## config.mk

```make
export PLATFORM = sky130hd
export DESIGN_NAME = axi_pcie_ordering_xlate
export DESIGN_NICKNAME = d
export VERILOG_FILES = /design/src/design/xlate_pkg.sv /design/src/design/win_dec_if.sv /design/src/design/axi_window_decode.sv /design/src/design/link_window_decode.sv /design/src/design/axi_pcie_ordering_xlate.sv
export SDC_FILE = /design/constraint.sdc
export NUM_CORES = 1
export LEC_CHECK = 0
export BUFFER_PORTS_ARGS = -buffer_cell sky130_fd_sc_hd__buf_2
export CAP_MARGIN = 20
export CORE_MARGIN = 2
export CORE_UTILIZATION = 47
export CTS_CLUSTER_SIZE = 30
export DETAILED_ROUTE_END_ITERATION = 6
export PLACE_DENSITY_LB_ADDON = 0.25
export SLEW_MARGIN = 15
export SYNTH_ARGS = -nofsm -noshare
export SYNTH_HDL_FRONTEND = slang
export SYNTH_SLANG_ARGS = --single-unit
```

## constraint.sdc

```tcl
create_clock -name pclk -period 3.4 [get_ports pclk]
set_clock_uncertainty 0.15 [all_clocks]
set_input_delay 0.68 -clock pclk [delete_from_list [all_inputs] [get_ports pclk]]
set_output_delay 0.68 -clock pclk [all_outputs]
set_load 0.05 [all_outputs]
```

## src/design/xlate_pkg.sv

```systemverilog
package xlate_pkg;
  // address widths
  localparam int AXI_AW = 48;
  localparam int LNK_AW = 64;
  localparam int NWIN   = 6;
  // apb register byte offsets
  localparam logic [11:0] VEC_BASE_OFS = 12'h000; // lo at +0, hi at +4
  localparam logic [11:0] STATUS_OFS   = 12'h040; // sticky events, w1c
  localparam logic [11:0] MASK_OFS     = 12'h044; // event enables
  localparam logic [11:0] STATE_OFS    = 12'h048; // live bridge state
  // reset values
  localparam logic [31:0] VEC_RST      = 32'h0000_0000;
  localparam logic [2:0]  MASK_RST     = 3'h0;
  // event bit positions
  localparam int EV_SLVERR = 0; // outgoing access outside all windows
  localparam int EV_BADVEC = 1; // vector bits set below aperture
  localparam int EV_INMISS = 2; // inbound request hit no window
  // size code to aperture exponent: code 8 is 32 kbyte
  localparam int SIZE_EXP_OFS = 7;
  // outstanding inbound write counter limit
  localparam logic [3:0] WR_CNT_MAX = 4'hF;
  // default window layout: 64 kbyte windows stacked from zero
  localparam logic [NWIN*64-1:0] BASE_DEF = {
    64'h0000_0000_0005_0000, 64'h0000_0000_0004_0000,
    64'h0000_0000_0003_0000, 64'h0000_0000_0002_0000,
    64'h0000_0000_0001_0000, 64'h0000_0000_0000_0000};
  localparam logic [NWIN*64-1:0] HIGH_DEF = {
    64'h0000_0000_0005_FFFF, 64'h0000_0000_0004_FFFF,
    64'h0000_0000_0003_FFFF, 64'h0000_0000_0002_FFFF,
    64'h0000_0000_0001_FFFF, 64'h0000_0000_0000_FFFF};
  // outgoing and inbound state machines
  typedef enum logic [2:0] {O_IDLE, O_DEC, O_SEND, O_COMMIT, O_CPL,
                            O_RESP} out_state_t;
  typedef enum logic [2:0] {I_IDLE, I_DEC, I_HOLD, I_ISSUE} in_state_t;
  // vector upper bits over aperture, offset in the low bits
  function automatic logic [63:0] apply_xlate(input logic [63:0] vec,
                                              input logic [63:0] msk,
                                              input logic [63:0] ofs);
    apply_xlate = (vec & ~msk) | (ofs & msk);
  endfunction
endpackage

```

## src/design/win_dec_if.sv

```systemverilog
`timescale 1ns/1ps
interface win_dec_if;
  logic [63:0] req_addr; // address to decode
  logic [2:0]  sel;      // window picked by the link, inbound only
  logic        hit;      // address lies in a window
  logic [2:0]  idx;      // index of the hit window
  logic [63:0] offset;   // address relative to window start
  logic [63:0] msk;      // aperture mask, size minus one
  modport requester (output req_addr, sel, input hit, idx, offset, msk);
  modport decoder (input req_addr, sel, output hit, idx, offset, msk);
endinterface

```

## src/design/axi_window_decode.sv

```systemverilog
`timescale 1ns/1ps
module axi_window_decode #(
  parameter int                             axi_window_count = 6,
  parameter logic [xlate_pkg::NWIN*64-1:0] axi_window_base = '0,
  parameter logic [xlate_pkg::NWIN*64-1:0] axi_window_high = '0
) (
  win_dec_if.decoder d
);
  // first window whose base..high range holds the address
  always_comb begin
    logic [63:0] b;
    logic [63:0] h;
    b = '0;
    h = '0;
    d.hit    = 1'b0;
    d.idx    = 3'h0;
    d.offset = '0;
    d.msk    = '0;
    for (int i = xlate_pkg::NWIN - 1; i >= 0; i--) begin
      b = axi_window_base[i*64 +: 64];
      h = axi_window_high[i*64 +: 64];
      if (i < axi_window_count && d.req_addr >= b && d.req_addr <= h) begin
        d.hit    = 1'b1;
        d.idx    = 3'(i);
        d.offset = d.req_addr - b; // base is offset zero
        d.msk    = h - b;
      end
    end
  end
endmodule

```

## src/design/link_window_decode.sv

```systemverilog
`timescale 1ns/1ps
module link_window_decode #(
  parameter int                            link_window_count     = 6,
  parameter logic [xlate_pkg::NWIN*8-1:0] link_window_size_code = '0,
  parameter logic [xlate_pkg::NWIN-1:0]   link_window_is64      = '0
) (
  win_dec_if.decoder d
);
  // window picked by the link; odd partner of a 64-bit pair is off
  always_comb begin
    logic [7:0] code;
    code     = link_window_size_code[d.sel*8 +: 8];
    d.idx    = d.sel;
    d.hit    = (32'(d.sel) < 32'(link_window_count)) &&
               !(d.sel[0] && link_window_is64[d.sel - 3'h1]);
    d.msk    = (64'h1 << (32'(code) + xlate_pkg::SIZE_EXP_OFS)) - 64'h1;
    d.offset = d.req_addr & d.msk;
  end
endmodule

```

## src/design/axi_pcie_ordering_xlate.sv

```systemverilog
`timescale 1ns/1ps
module axi_pcie_ordering_xlate #(
  parameter int                            axi_window_count  = 6,
  parameter logic [xlate_pkg::NWIN*64-1:0] axi_window_base   =
    xlate_pkg::BASE_DEF,
  parameter logic [xlate_pkg::NWIN*64-1:0] axi_window_high   =
    xlate_pkg::HIGH_DEF,
  parameter int                            link_window_count = 6,
  parameter logic [xlate_pkg::NWIN*8-1:0]  link_window_size_code = '0,
  parameter logic [xlate_pkg::NWIN-1:0]    link_window_is64  = '0,
  parameter logic [xlate_pkg::NWIN*64-1:0] link_to_axi_xlate_vector = '0
) (
  // clock and reset
  input  wire logic        pclk,
  input  wire logic        presetn,
  // apb register port
  input  wire logic        psel,
  input  wire logic        penable,
  input  wire logic        pwrite,
  input  wire logic [11:0] paddr,
  input  wire logic [31:0] pwdata,
  output logic      [31:0] prdata,
  output logic             pready,
  output logic             pslverr,
  // outgoing request from axi master
  input  wire logic        out_req_valid,
  input  wire logic        out_req_write,
  input  wire logic [47:0] out_req_addr,
  output logic             out_req_ack,
  output logic             out_rsp_valid,
  output logic             out_rsp_err,
  output logic      [31:0] out_rsp_data,
  input  wire logic        out_rsp_ready,
  // link transmit side
  output logic             tx_valid,
  output logic             tx_write,
  output logic             tx_4dw,
  output logic      [63:0] tx_addr,
  input  wire logic        tx_ready,
  input  wire logic        tx_commit,
  // completions from link
  input  wire logic        cpl_valid,
  input  wire logic [31:0] cpl_data,
  output logic             cpl_ack,
  // inbound request from link
  input  wire logic        in_valid,
  input  wire logic        in_write,
  input  wire logic        in_ro,
  input  wire logic [2:0]  in_bar,
  input  wire logic [63:0] in_addr,
  output logic             in_ack,
  // axi master toward local slaves
  output logic             m_valid,
  output logic             m_write,
  output logic      [47:0] m_addr,
  input  wire logic        m_ready,
  input  wire logic        m_bresp,
  // interrupt
  output logic             irq
);
  // whole state of the bridge
  typedef struct packed {
    xlate_pkg::out_state_t o_st;     // outgoing machine
    logic                  o_write;  // captured direction
    logic [63:0]           o_addr;   // captured axi address
    logic                  req_ack;  // request taken pulse
    logic                  tx_valid; // link request pending
    logic                  tx_write;
    logic                  tx_4dw;
    logic [63:0]           tx_addr;
    logic                  rsp_valid;
    logic                  rsp_err;
    logic [31:0]           rsp_data;
    logic                  cpl_ack;
    xlate_pkg::in_state_t  i_st;     // inbound machine
    logic                  i_write;
    logic                  i_ro;
    logic [2:0]            i_bar;
    logic [63:0]           i_addr;
    logic                  in_ack;
    logic                  m_valid;
    logic                  m_write;
    logic [47:0]           m_addr;
    logic [3:0]            wr_cnt;   // inbound writes awaiting bresp
    logic [11:0][31:0]     vec;      // axi to link vectors, lo/hi
    logic [2:0]            status;   // sticky events
    logic [2:0]            mask;     // event enables
    logic                  irq;
    logic                  pready;
    logic [31:0]           prdata;
    logic                  pslverr;
  } state_t;

  state_t st_reg;  // registered state
  state_t st_next; // next state

  // decoder links
  win_dec_if out_dec ();
  win_dec_if in_dec ();

  axi_window_decode #(
    .axi_window_count (axi_window_count),
    .axi_window_base  (axi_window_base),
    .axi_window_high  (axi_window_high)
  ) u_out_dec (
    .d (out_dec)
  );

  link_window_decode #(
    .link_window_count     (link_window_count),
    .link_window_size_code (link_window_size_code),
    .link_window_is64      (link_window_is64)
  ) u_in_dec (
    .d (in_dec)
  );

  // decoders look at captured addresses only
  assign out_dec.req_addr = st_reg.o_addr;
  assign out_dec.sel      = 3'h0;
  assign in_dec.req_addr  = st_reg.i_addr;
  assign in_dec.sel       = st_reg.i_bar;

  // next-state logic
  always_comb begin
    logic [63:0] vec;     // vector of the hit axi window
    logic [63:0] xl;      // translated address
    logic [2:0]  ev;      // events this cycle
    logic        wr_inc;  // inbound write issued
    logic        acc;     // apb access phase
    logic [3:0]  ridx;    // register index for vectors
    vec    = {st_reg.vec[{out_dec.idx, 1'b1}],
              st_reg.vec[{out_dec.idx, 1'b0}]};
    xl     = '0;
    ev     = 3'h0;
    wr_inc = 1'b0;
    acc    = psel && penable && st_reg.pready;
    ridx   = paddr[6:3];
    st_next         = st_reg;
    st_next.req_ack = 1'b0;
    st_next.cpl_ack = 1'b0;
    st_next.in_ack  = 1'b0;

    // outgoing machine: axi master to link
    case (st_reg.o_st)
      xlate_pkg::O_IDLE: begin
        if (out_req_valid) begin
          st_next.o_write = out_req_write;
          st_next.o_addr  = {16'h0000, out_req_addr};
          st_next.req_ack = 1'b1;
          st_next.o_st    = xlate_pkg::O_DEC;
        end
      end
      xlate_pkg::O_DEC: begin
        if (!out_dec.hit) begin
          // outside every window: answer locally
          st_next.rsp_valid = 1'b1;
          st_next.rsp_err   = 1'b1;
          st_next.rsp_data  = '0;
          ev[xlate_pkg::EV_SLVERR] = 1'b1;
          st_next.o_st      = xlate_pkg::O_RESP;
        end else begin
          // vector over aperture, offset below
          xl = xlate_pkg::apply_xlate(vec, out_dec.msk, out_dec.offset);
          ev[xlate_pkg::EV_BADVEC] = |(vec & out_dec.msk);
          st_next.tx_addr  = xl;
          st_next.tx_4dw   = |vec[63:32];
          st_next.tx_write = st_reg.o_write;
          st_next.tx_valid = 1'b1;
          st_next.o_st     = xlate_pkg::O_SEND;
        end
      end
      xlate_pkg::O_SEND: begin
        if (tx_ready) begin
          st_next.tx_valid = 1'b0;
          st_next.o_st     = st_reg.tx_write ? xlate_pkg::O_COMMIT
                                             : xlate_pkg::O_CPL;
        end
      end
      xlate_pkg::O_COMMIT: begin
        // response only once the write is ordered on the link
        if (tx_commit) begin
          st_next.rsp_valid = 1'b1;
          st_next.rsp_err   = 1'b0;
          st_next.rsp_data  = '0;
          st_next.o_st      = xlate_pkg::O_RESP;
        end
      end
      xlate_pkg::O_CPL: begin
        // completion waits for inbound bresps
        if (cpl_valid && st_reg.wr_cnt == 4'h0) begin
          st_next.cpl_ack   = 1'b1;
          st_next.rsp_valid = 1'b1;
          st_next.rsp_err   = 1'b0;
          st_next.rsp_data  = cpl_data;
          st_next.o_st      = xlate_pkg::O_RESP;
        end
      end
      xlate_pkg::O_RESP: begin
        if (out_rsp_ready) begin
          st_next.rsp_valid = 1'b0;
          st_next.o_st      = xlate_pkg::O_IDLE;
        end
      end
      default: begin
        st_next.o_st = xlate_pkg::O_IDLE;
      end
    endcase

    // inbound machine: link to axi slaves
    case (st_reg.i_st)
      xlate_pkg::I_IDLE: begin
        if (in_valid) begin
          st_next.i_write = in_write;
          st_next.i_ro    = in_ro;
          st_next.i_bar   = in_bar;
          st_next.i_addr  = in_addr;
          st_next.in_ack  = 1'b1;
          st_next.i_st    = xlate_pkg::I_DEC;
        end
      end
      xlate_pkg::I_DEC: begin
        if (!in_dec.hit) begin
          // no window: drop and flag
          ev[xlate_pkg::EV_INMISS] = 1'b1;
          st_next.i_st = xlate_pkg::I_IDLE;
        end else begin
          // vector bits replace those above the aperture
          xl = xlate_pkg::apply_xlate(
                 link_to_axi_xlate_vector[in_dec.idx*64 +: 64],
                 in_dec.msk, in_dec.offset);
          st_next.m_addr  = xl[47:0];
          st_next.m_write = st_reg.i_write;
          st_next.i_st    = xlate_pkg::I_HOLD;
        end
      end
      xlate_pkg::I_HOLD: begin
        // strict reads wait for zero pending writes
        // relaxed reads go at once
        if (st_reg.i_write ? st_reg.wr_cnt != xlate_pkg::WR_CNT_MAX
                           : st_reg.i_ro || st_reg.wr_cnt == 4'h0) begin
          st_next.m_valid = 1'b1;
          st_next.i_st    = xlate_pkg::I_ISSUE;
        end
      end
      xlate_pkg::I_ISSUE: begin
        if (m_ready) begin
          st_next.m_valid = 1'b0;
          wr_inc          = st_reg.m_write;
          st_next.i_st    = xlate_pkg::I_IDLE;
        end
      end
      default: begin
        st_next.i_st = xlate_pkg::I_IDLE;
      end
    endcase

    // count inbound writes still awaiting their response
    if (wr_inc && !m_bresp) begin
      st_next.wr_cnt = st_reg.wr_cnt + 4'h1;
    end else if (!wr_inc && m_bresp && st_reg.wr_cnt != 4'h0) begin
      st_next.wr_cnt = st_reg.wr_cnt - 4'h1;
    end

    // apb: ready one cycle after setup, read data staged at setup
    st_next.pready  = psel && !penable;
    st_next.pslverr = 1'b0;
    if (psel && !penable) begin
      st_next.prdata = '0;
      if (paddr < 12'(8 * xlate_pkg::NWIN) && paddr[1:0] == 2'b00) begin
        st_next.prdata = st_reg.vec[{ridx[2:0], paddr[2]}];
      end else if (paddr == xlate_pkg::STATUS_OFS) begin
        st_next.prdata = {29'h0, st_reg.status};
      end else if (paddr == xlate_pkg::MASK_OFS) begin
        st_next.prdata = {29'h0, st_reg.mask};
      end else if (paddr == xlate_pkg::STATE_OFS) begin
        st_next.prdata = {21'h0, st_reg.wr_cnt, 1'b0, st_reg.i_st,
                          st_reg.o_st};
      end else begin
        st_next.pslverr = 1'b1; // unmapped
      end
    end
    if (acc) begin
      st_next.pslverr = 1'b0;
      st_next.pready  = 1'b0;
    end
    // software rewrites vectors, used by later accesses
    if (acc && pwrite) begin
      if (paddr < 12'(8 * xlate_pkg::NWIN) && paddr[1:0] == 2'b00) begin
        st_next.vec[{ridx[2:0], paddr[2]}] = pwdata;
      end else if (paddr == xlate_pkg::STATUS_OFS) begin
        st_next.status = st_reg.status & ~pwdata[2:0];
      end else if (paddr == xlate_pkg::MASK_OFS) begin
        st_next.mask = pwdata[2:0];
      end
    end
    // events set after the clear, so a same-cycle event wins
    st_next.status = st_next.status | ev;
    st_next.irq    = |(st_next.status & st_next.mask);
  end

  // state register
  always_ff @(posedge pclk or negedge presetn) begin
    if (!presetn) begin
      st_reg        <= '0;
      st_reg.o_st   <= xlate_pkg::O_IDLE;
      st_reg.i_st   <= xlate_pkg::I_IDLE;
      st_reg.vec    <= {12{xlate_pkg::VEC_RST}};
      st_reg.mask   <= xlate_pkg::MASK_RST;
    end else begin
      st_reg <= st_next;
    end
  end

  // outputs straight from the state register
  assign prdata = st_reg.prdata;
  assign pready = st_reg.pready;
  assign pslverr = st_reg.pslverr;
  assign out_req_ack = st_reg.req_ack;
  assign out_rsp_valid = st_reg.rsp_valid;
  assign out_rsp_err = st_reg.rsp_err;
  assign out_rsp_data = st_reg.rsp_data;
  assign tx_valid = st_reg.tx_valid;
  assign tx_write = st_reg.tx_write;
  assign tx_4dw = st_reg.tx_4dw;
  assign tx_addr = st_reg.tx_addr;
  assign cpl_ack = st_reg.cpl_ack;
  assign in_ack = st_reg.in_ack;
  assign m_valid = st_reg.m_valid;
  assign m_write = st_reg.m_write;
  assign m_addr = st_reg.m_addr;
  assign irq = st_reg.irq;
endmodule

```

==> results of run 1 <==
-- path summary, 6_finish.rpt --
check                                                 start  depth (start not counted)  slack [ps]                      endpoint
setup / recovery           out_dec.req_addr[33]$_DFFE_PN0P_                         11         100  out_rsp_data[24]$_DFFE_PN0P_
hold / removal                                      presetn                          1         0.6       st_reg[221]$_DFFE_PN0P_
setup reg to reg           out_dec.req_addr[33]$_DFFE_PN0P_                         11         100  out_rsp_data[24]$_DFFE_PN0P_
hold reg to reg             out_dec.req_addr[3]$_DFFE_PN0P_                          2         320        tx_addr[3]$_DFFE_PN0P_
max in group asynchronous                           presetn                          2        2190       st_reg[180]$_DFFE_PN0P_
min in group pclk                               cpl_data[5]                          2         160   out_rsp_data[5]$_DFFE_PN0P_
-- power groups by stage --
stage | sequential [mW] | combinational, mW | clock, mW
after floorplan | 8.25 | 2.56 | 0
after global placement | 8.26 | 3.92 | 0
after detailed placement | 8.30 | 4.05 | 0
after CTS | 8.18 | 4.06 | 7.08
after global routing | 8.25 | 4.33 | 7.41
final | 8.18 | 4.09 | 6.95
-- cell usage after synthesis, drive strengths merged, types with 26 or more instances --
master	count
clkbuf	88
nor4	34
nor2	90
mux2i	60
nand3	54
buf	283
a22o	34
a31oi	26
o21ai	126
dfrtp	607
nand2	269
a21oi	83
mux4	96
mux2	478
-- timing repair --
item                       in CTS  in global routing
setup endpoints to repair       0                  4
resized for setup               0                  3
hold buffers                    0                  0
-- area by class of cell --
class / count / area (um^2)
diodes: 2 / 5.005
clock buffers: 103 / 2027
clock inverters: 8 / 47.55
fillers: 5371 / 28870
inverters: 9 / 33.78
multi-input cells: 1559 / 13100
flip-flops and latches: 607 / 15190
well taps: 846 / 1059
repair buffers: 441 / 2980
-- metrics by stage --
step | cells | cell area (um^2) | hold WS, ps
after floorplan | 2546 | 30320 | 234.4
after global placement | 3461 | 32330 | 294.3
after detailed placement | 3462 | 32340 | 300.1
after CTS | 3573 | 34420 | 11.96
after global routing | 3575 | 34440 | 38.83
final | 3575 | 34440 | 0.5866
-- metal layers --
metal | share of wire | up-vias | track usage
met3 | 0.060 | 174 | 0.04127
li1 | - | 9201 | -
met2 | 0.49 | 773 | 0.4430
met1 | 0.41 | 11120 | 0.3634
met4 | 0.038 | 2 | 0.1134
met5 | 0.000078 | - | 0
-- placed cells by master (no fill, tap or decap), types with 11 or more instances in the layout --
| master | instances |
|---|---|
| clkbuf_8 | 13 |
| nand4_1 | 11 |
| mux2_1 | 70 |
| o21ai_1 | 32 |
| a22o_1 | 34 |
| clkbuf_1 | 19 |
| mux2_2 | 408 |
| mux2i_1 | 60 |
| o22ai_1 | 16 |
| o21ai_0 | 93 |
| a211oi_1 | 16 |
| buf_12 | 31 |
| dfrtp_1 | 607 |
| clkbuf_16 | 71 |
| nand3_1 | 53 |
| buf_4 | 114 |
| a31oi_1 | 26 |
| conb_1 | 41 |
| nand2_1 | 269 |
| a21oi_1 | 83 |
| buf_2 | 293 |
| nor4_1 | 30 |
| nor2_1 | 80 |
| mux4_2 | 96 |
-- worst max-delay path: stages, from the launching register on --
cell	delay, ps
dfrtp_1	380
nor4_1	350
nand4_2	250
buf_4	300
nor2_1	130
buf_4	170
buf_4	150
and3_1	340
nor2_1	190
o21ai_2	380
buf_6	260
a22o_1	150
-- logic make-up after synthesis --
group	after synthesis	synth area share
buffers and inverters	380	0.07187
XOR/XNOR	3	0.0008711
adder cells (fa/ha/maj)	8	0.003566
multiplexers	634	0.2700
AO/OA/AOI/OAI	365	0.07535
AND/OR/NAND/NOR	508	0.07477
flip-flops	607	0.5035
other	1	0.0001243
==> results_dict.tcl, run 1 <==
set metrics [dict create \
    status "complete, no violations" \
    viasPerCell 5.950 \
    gp_congestion 0.8969 \
    grt_max_degree 85 \
    ios 396 \
    grt_usage 0.2714 \
    cts.clk_slew.worst_paths_ps 60 \
    cts_max_path_buffers 3 \
    yosys.area.top_type_share 0.5035 \
    powerDensity_nw_per_um2 558.2 \
    p_sw_frac 0.3094 \
    pwr-share-comb 0.213 \
    irDropWorstVdd_v 0.0004070 \
    seq_area_frac_synth 0.5035 \
    synth_area_leaders "dfrtp_1 (50%), mux2_2 (15%), mux4_2 (7.2%)" \
    root_buffer "clkbuf_16" \
    syn_area_per_cell_um2 12.04 \
    grt_first_pass_wirelength_um 137300 \
    cp.arrival_ps 3680 \
    drt-pass1-iter-count 7 \
    maxCapViolCount 0 \
    switchingPower_mw 5.947 \
    syn_to_final_growth_pct 14.15 \
    critical_path_peak_fanout 19 \
    core_area_um2 63310 \
    synth_area_um2 30170 \
    pre_cts_ws_ps 72.92 \
    fin_util 0.5440 \
    grt_remaining_overflow 0 \
    rsz0062_at_grt "no" \
    io_buffer_count 296 \
    period_share 0.9695 \
    numCtsBuffers 66 \
    synth_seq_cells 607 \
    rows 92 \
    yosysWarningCount 0 \
    routed_wirelength_um 90150 \
    ys_types 66 \
    max_slew.worst_pin.slew_ps 902.4 \
    p_leak_nw 16.49 \
    async_flop_share 1.000 \
    via_count 21270 \
    post_cts_buffers 0 \
    antenna_found_initial 4 \
    holdCritPathClass "primary input to async pin" \
    min_period_ps 3296 \
    largest_reg_flops 402 \
    dpl.hpwl_um 61840 \
    max_clock_freq_ghz 0.3034 \
    end_kind "flip-flop" \
    die_area_um2 66230 \
    drv_slew 0 \
    syn_inst 2506 \
    p_int_mw 13.28 \
    finalHoldViolCount 0 \
    first_iter_violations 1756 \
    path_class "flip-flop to flip-flop" \
    pwr-share-clk 0.362 \
    p_total_mw 19.22 \
    cp.required_ps 3780 \
    worstSetupStartpointType "flip-flop" \
    wire_per_inst_um 25.22 \
    dieHeight_um 257.4 \
    yosysTopAreaCell "dfrtp_1" \
    drc_errors 0 \
    grt_pass1_vias 21900 \
    start_util 0.4765 \
    setup_tns_ps 0 \
    ys.flop_type "dfrtp_1" \
    synth_edf_count 0 \
    drive_gt1_frac 0.3916 \
    die_width_um 257.4 \
    insertion_delay_ps 610 \
    seqPwrFrac 0.426 \
    final_nets 2899 \
    cts.htree.levels 3 \
    antenna_left 0 \
    setup_ws_ps 103.7 \
    clock_sinks 607 \
    relSlewSlack 0.3983 \
    cts_tree "built" \
    setup_viol 0 \
]
Note: power is estimated with default switching activity, not from simulation.
==> run 2, diff against run 1 <==
SYNTH_HIERARCHICAL = 1   (was unset)
clock period = 3.2 ns   (was 3.4 ns; I/O delays follow)
==> results_dict.tcl, run 2 <==
set metrics [dict create \
    reg2regPathDepth 16 \
    wire_per_inst_um 26.81 \
    p_total_mw 23.23 \
    dieHeight_um 284.3 \
    final_common_cell "dfrtp_1" \
    max_slew.worst_pin.slew_ps 1133 \
    insertion_delay_ps 640 \
    rows 102 \
    grt_pass1_vias 28350 \
    path_class "flip-flop to flip-flop" \
    via_count 28640 \
    drc_errors 0 \
    drv_slew 0 \
    violations "negative setup slack" \
    irDropWorstVdd_v 0.0004460 \
    hold_depth 2 \
    worstSetupStartpointType "flip-flop" \
    cp.required_ps 3560 \
    grt_first_pass_wirelength_um 189800 \
    path_cells "or4_4 > nor2_4 > nand3_2 > buf_6 > buf_4 > a211oi_4 > nor2_4 > buf_12 > buf_6 > mux2_4 > a222oi_1 > and4_1 > nand4_1 > or4_4 > nor4_4 > nor2_1" \
    die_area_um2 80830 \
    cts_tree "built" \
    viasPerCell 5.823 \
    syn_inst 3282 \
    clock_sinks 648 \
    first_iter_violations 2561 \
    n_fill_cell 6439 \
    ios 396 \
    max_clock_freq_ghz 0.2335 \
    holdCritPathClass "primary input to flip-flop" \
    layout_common_cells "dfrtp_1 (648), mux2_2 (579), buf_4 (377)" \
    syn_area_per_cell_um2 11.25 \
    setup_viol 107 \
    regToRegSetupSlack_ps -1080 \
    period_share 1.338 \
    grt_usage 0.3131 \
    drt-pass1-iter-count 6 \
    routed_wirelength_um 131900 \
    status "finished with violations" \
    critical_path_peak_fanout 7 \
    cp.arrival_ps 4640 \
    setup_ws_ps -1083 \
    cts.clk_slew.worst_paths_ps 60 \
    p_leak_nw 21.87 \
    die_width_um 284.3 \
    hold_slack_ps 78.47 \
    finalHoldViolCount 0 \
    largest_reg_flops 402 \
    end_kind "flip-flop" \
    antenna_found_initial 5 \
    numCtsBuffers 74 \
    maxCapViolCount 0 \
    syn_to_final_growth_pct 25.86 \
    gp_congestion 1.023 \
    critPathSlowestCell "or4_4" \
    io_buffer_count 337 \
    grt_remaining_overflow 0 \
    antenna_left 0 \
    grt_max_degree 83 \
    root_buffer "clkbuf_16" \
    drive_gt1_frac 0.5014 \
    cts.htree.levels 3 \
    yosysWarningCount 6 \
    final_nets 4044 \
    relSlewSlack 0.2248 \
    cts_max_path_buffers 3 \
    core_area_um2 77590 \
    start_util 0.4759 \
    dpl.hpwl_um 92450 \
    min_period_ps 4283 \
    powerDensity_nw_per_um2 499.9 \
    synth_area_um2 36930 \
    max_stage_delay_ps 620 \
    rsz0062_at_grt "yes" \
    diodes 0 \
]
run 2: worst max-delay path, delay by kind of cell (launching register included):
| kind | cells | cell delay (ps) |
|---|---|---|
| AO/OA/AOI/OAI | 2 | 570 |
| flip-flops | 1 | 370 |
| buffers and inverters | 4 | 560 |
| multiplexers | 1 | 330 |
| AND/OR/NAND/NOR | 9 | 2150 |
run 2: layer usage:
layer  vias up  GRT usage  share of wire
met2      1229     0.4904           0.46
met1     14610     0.4220           0.41
met4         6     0.1643          0.062
met5         -          0        0.00032
met3       324    0.04735          0.065
li1      12470          -              -
run 2: final timing paths:
| kind | startpoint | endpoint |
|---|---|---|
| setup / recovery | out_dec.req_addr[34]$_DFFE_PN0P_ | irq$_DFF_PN0_ |
| hold reg to reg | tx_addr[8]$_DFFE_PN0P_ | tx_addr[8]$_DFFE_PN0P_ |
| setup reg to reg | out_dec.req_addr[34]$_DFFE_PN0P_ | irq$_DFF_PN0_ |
| max in group asynchronous | presetn | out_dec.req_addr[8]$_DFFE_PN0P_ |
| min in group asynchronous | presetn | st_reg[98]$_DFFE_PN0P_ |
| hold / removal | cpl_data[25] | out_rsp_data[25]$_DFFE_PN0P_ |
run 2: cell type report:
cell class	instances	area (um^2)	share of cell area
multi-input combinational	2208	19380	0.4171
clock inverter	30	326.6	0.007026
sequential	648	16220	0.3489
tap	1040	1301	0.02800
timing repair buffer	861	6973	0.1500
inverter	26	112.6	0.002423
clock buffer	106	2165	0.04657
run 2: power breakdown:
group	internal [mW]	total, mW	switching (mW)
Clock	5.08	8.70	3.63
Combinational	1.92	5.11	3.19
Sequential	8.92	9.43	0.505
run 2: repair_timing:
action / in CTS / in global routing
hold buffers: 1 / 0
pin swaps: 55 / 79
gates resized for setup: 262 / 256
endpoints found under the setup margin: 106 / 105
buffers inserted: 51 / 47
hold endpoints to repair: 45 / 0
gates cloned: 4 / 24
run 2: per-stage QoR:
step	instance area, um^2	setup slack, ps	utilization	cells	setup TNS [ps]
after floorplan	37800	-665.8	-	3459	-15380
after global placement	40980	-1680	0.5281	4704	-65650
after detailed placement	40980	-1588	0.5281	4704	-69100
after CTS	44880	-1073	0.5784	4877	-39530
after global routing	46480	-1209	0.5990	4919	-74450
final	46480	-1083	0.5990	4919	-64210
==> run 3, diff against run 2 <==
--- a/config.mk
+++ b/config.mk
@@ -10,3 +10,3 @@
 export CORE_MARGIN = 2
-export CORE_UTILIZATION = 47
+export CORE_UTILIZATION = 61
 export CTS_CLUSTER_SIZE = 30
@@ -14,2 +14,3 @@
 export PLACE_DENSITY_LB_ADDON = 0.25
+export SKIP_CTS_REPAIR_TIMING = 1
 export SLEW_MARGIN = 15
==> constraint.sdc (replaced) <==
create_clock -name pclk -period 3.2 [get_ports pclk]
set_clock_uncertainty 0.15 [all_clocks]
set_input_delay 0.32 -clock pclk [delete_from_list [all_inputs] [get_ports pclk]]
set_output_delay 0.32 -clock pclk [all_outputs]
set_load 0.05 [all_outputs]
==> results_dict.tcl, run 3 (synthesized netlist as in run 2, its figures left out) <==
set metrics [dict create \
    grt_remaining_overflow 0 \
    dieHeight_um 250.1 \
    cp.depth 16 \
    cts_max_path_buffers 3 \
    finalHoldViolCount 1 \
    final_nets 4107 \
    cts_tree "built" \
    critPathSlowestCell "or4_1" \
    clock_sinks 648 \
    gp_congestion 1.052 \
    worstSetupStartpointType "flip-flop" \
    first_iter_violations 3476 \
    violations "negative hold slack, negative setup slack" \
    fin_util 0.7554 \
    path_cells "or4_1 > nor2_2 > nand3_2 > nor4b_4 > nor4_4 > buf_4 > o22a_4 > buf_6 > buf_12 > buf_4 > a21oi_1 > a211oi_1 > a21o_1 > or4_4 > nor4_4 > nor2_1" \
    drive_gt1_frac 0.4449 \
    min_period_ps 4345 \
    die_width_um 250.1 \
    start_util 0.6141 \
    drt-pass1-iter-count 6 \
    maxUsedRoutingLayer "met5" \
    rsz0062_at_grt "yes" \
    insertion_delay_ps 640 \
    endpoint "irq$_DFF_PN0_" \
    drt-met1-wl_um 51370 \
    placed_area_um2 40480 \
    ios 396 \
    dpl.hpwl_um 94840 \
    final_common_cell "dfrtp_1" \
    largest_reg_flops 402 \
    routed_wirelength_um 137000 \
    path_class "flip-flop to flip-flop" \
    setup_tns_ps -53000 \
    setup_ws_ps -1145 \
    max_slew.worst_pin.slew_ps 1247 \
    worstSetupStartpoint "out_dec.req_addr[33]$_DFFE_PN0P_" \
    cp.required_ps 3560 \
    max_clock_freq_ghz 0.2301 \
    setup_viol 104 \
    syn_to_final_growth_pct 23.01 \
    max_stage_delay_ps 550 \
    relSlewSlack 0.1685 \
    met3WireLength_um 11550 \
    crit_family "simple AND/OR/NAND/NOR gates" \
    powerDensity_nw_per_um2 508.4 \
    maxCapViolCount 0 \
    drv_slew 0 \
    final_cells 4716 \
    grt_max_degree 87 \
    viasPerCell 6.438 \
    antenna_found_initial 7 \
    cp.arrival_ps 4710 \
    status "finished with violations" \
    cts.clk_slew.worst_paths_ps 60 \
    period_share 1.358 \
    via_count 30360 \
    p_total_mw 23.09 \
    wire_per_inst_um 29.06 \
    antenna_left 0 \
    reg2reg_to "irq$_DFF_PN0_" \
    hold_slack_ps -33.99 \
    cts.htree.levels 3 \
    grt_first_pass_wirelength_um 190600 \
    core_area_um2 60130 \
    reg2regPathDepth 16 \
    drc_errors 0 \
    wl_met2_um 65350 \
    worst-path-buf-inv 4 \
    final_cell_area_um2 45430 \
    numCtsBuffers 69 \
    holdCritPathClass "primary input to flip-flop" \
    dp.cells 4426 \
    pre_cts_ws_ps -1316 \
    layout_common_cells "dfrtp_1 (648), mux2_2 (579), buf_4 (393)" \
    grt_usage 0.4111 \
    critical_path_peak_fanout 8 \
    io_buffer_count 337 \
    end_kind "flip-flop" \
    irDropWorstVdd_v 0.0005919 \
    r2r_start "out_dec.req_addr[33]$_DFFE_PN0P_" \
    die_area_um2 62530 \
    regToRegSetupSlack_ps -1150 \
    root_buffer "clkbuf_16" \
    grt_pass1_vias 29370 \
    rows 90 \
    p_leak_nw 21.65 \
]
==> run 3: where the power goes <==
group          internal [mW]  total, mW  leakage (nW)  switching [mW]
registers               8.92       9.51          8.83           0.589
clock network           4.95       8.46          1.15            3.51
logic                   1.88       5.13          11.7            3.25
==> run 3: per-layer routing <==
layer / vias up / global-route usage
met5: - / 0
li1: 12580 / -
met3: 492 / 0.07098
met4: 4 / 0.2140
met1: 15400 / 0.5337
met2: 1886 / 0.6678
==> run 3: layout make-up <==
class | count | area [um^2]
clock inverters | 26 | 415.4
diodes | 5 | 12.51
inverters | 26 | 112.6
fillers | 3824 | 14710
flip-flops and latches | 648 | 16220
well taps | 782 | 978.4
repair buffers | 932 | 7253
clock buffers | 92 | 1944
multi-input cells | 2205 | 18490
==> run 3: tightest hold or removal path: cells and delay by family <==
family	cells	cell delay, ps
buffers and inverters	2	190
AND/OR/NAND/NOR	1	170
==> run 3: how the worst min path moves through the flow <==
stage                from                        endpoint  slack, ps  depth (start not counted)
6_report          penable                pready$_DFF_PN0_        -30                          3
5_1_grt        pwdata[25]         st_reg[354]$_DFFE_PN0P_          6                          2
4_1_cts           presetn  in_dec.req_addr[0]$_DFFE_PN0P_       -430                          1
3_5_place_dp      presetn           m_addr[0]$_DFFE_PN0P_        220                          1
3_3_place_gp      presetn  in_dec.req_addr[0]$_DFFE_PN0P_        210                          1
2_1_floorplan     presetn               cpl_ack$_DFF_PN0_       -130                          0
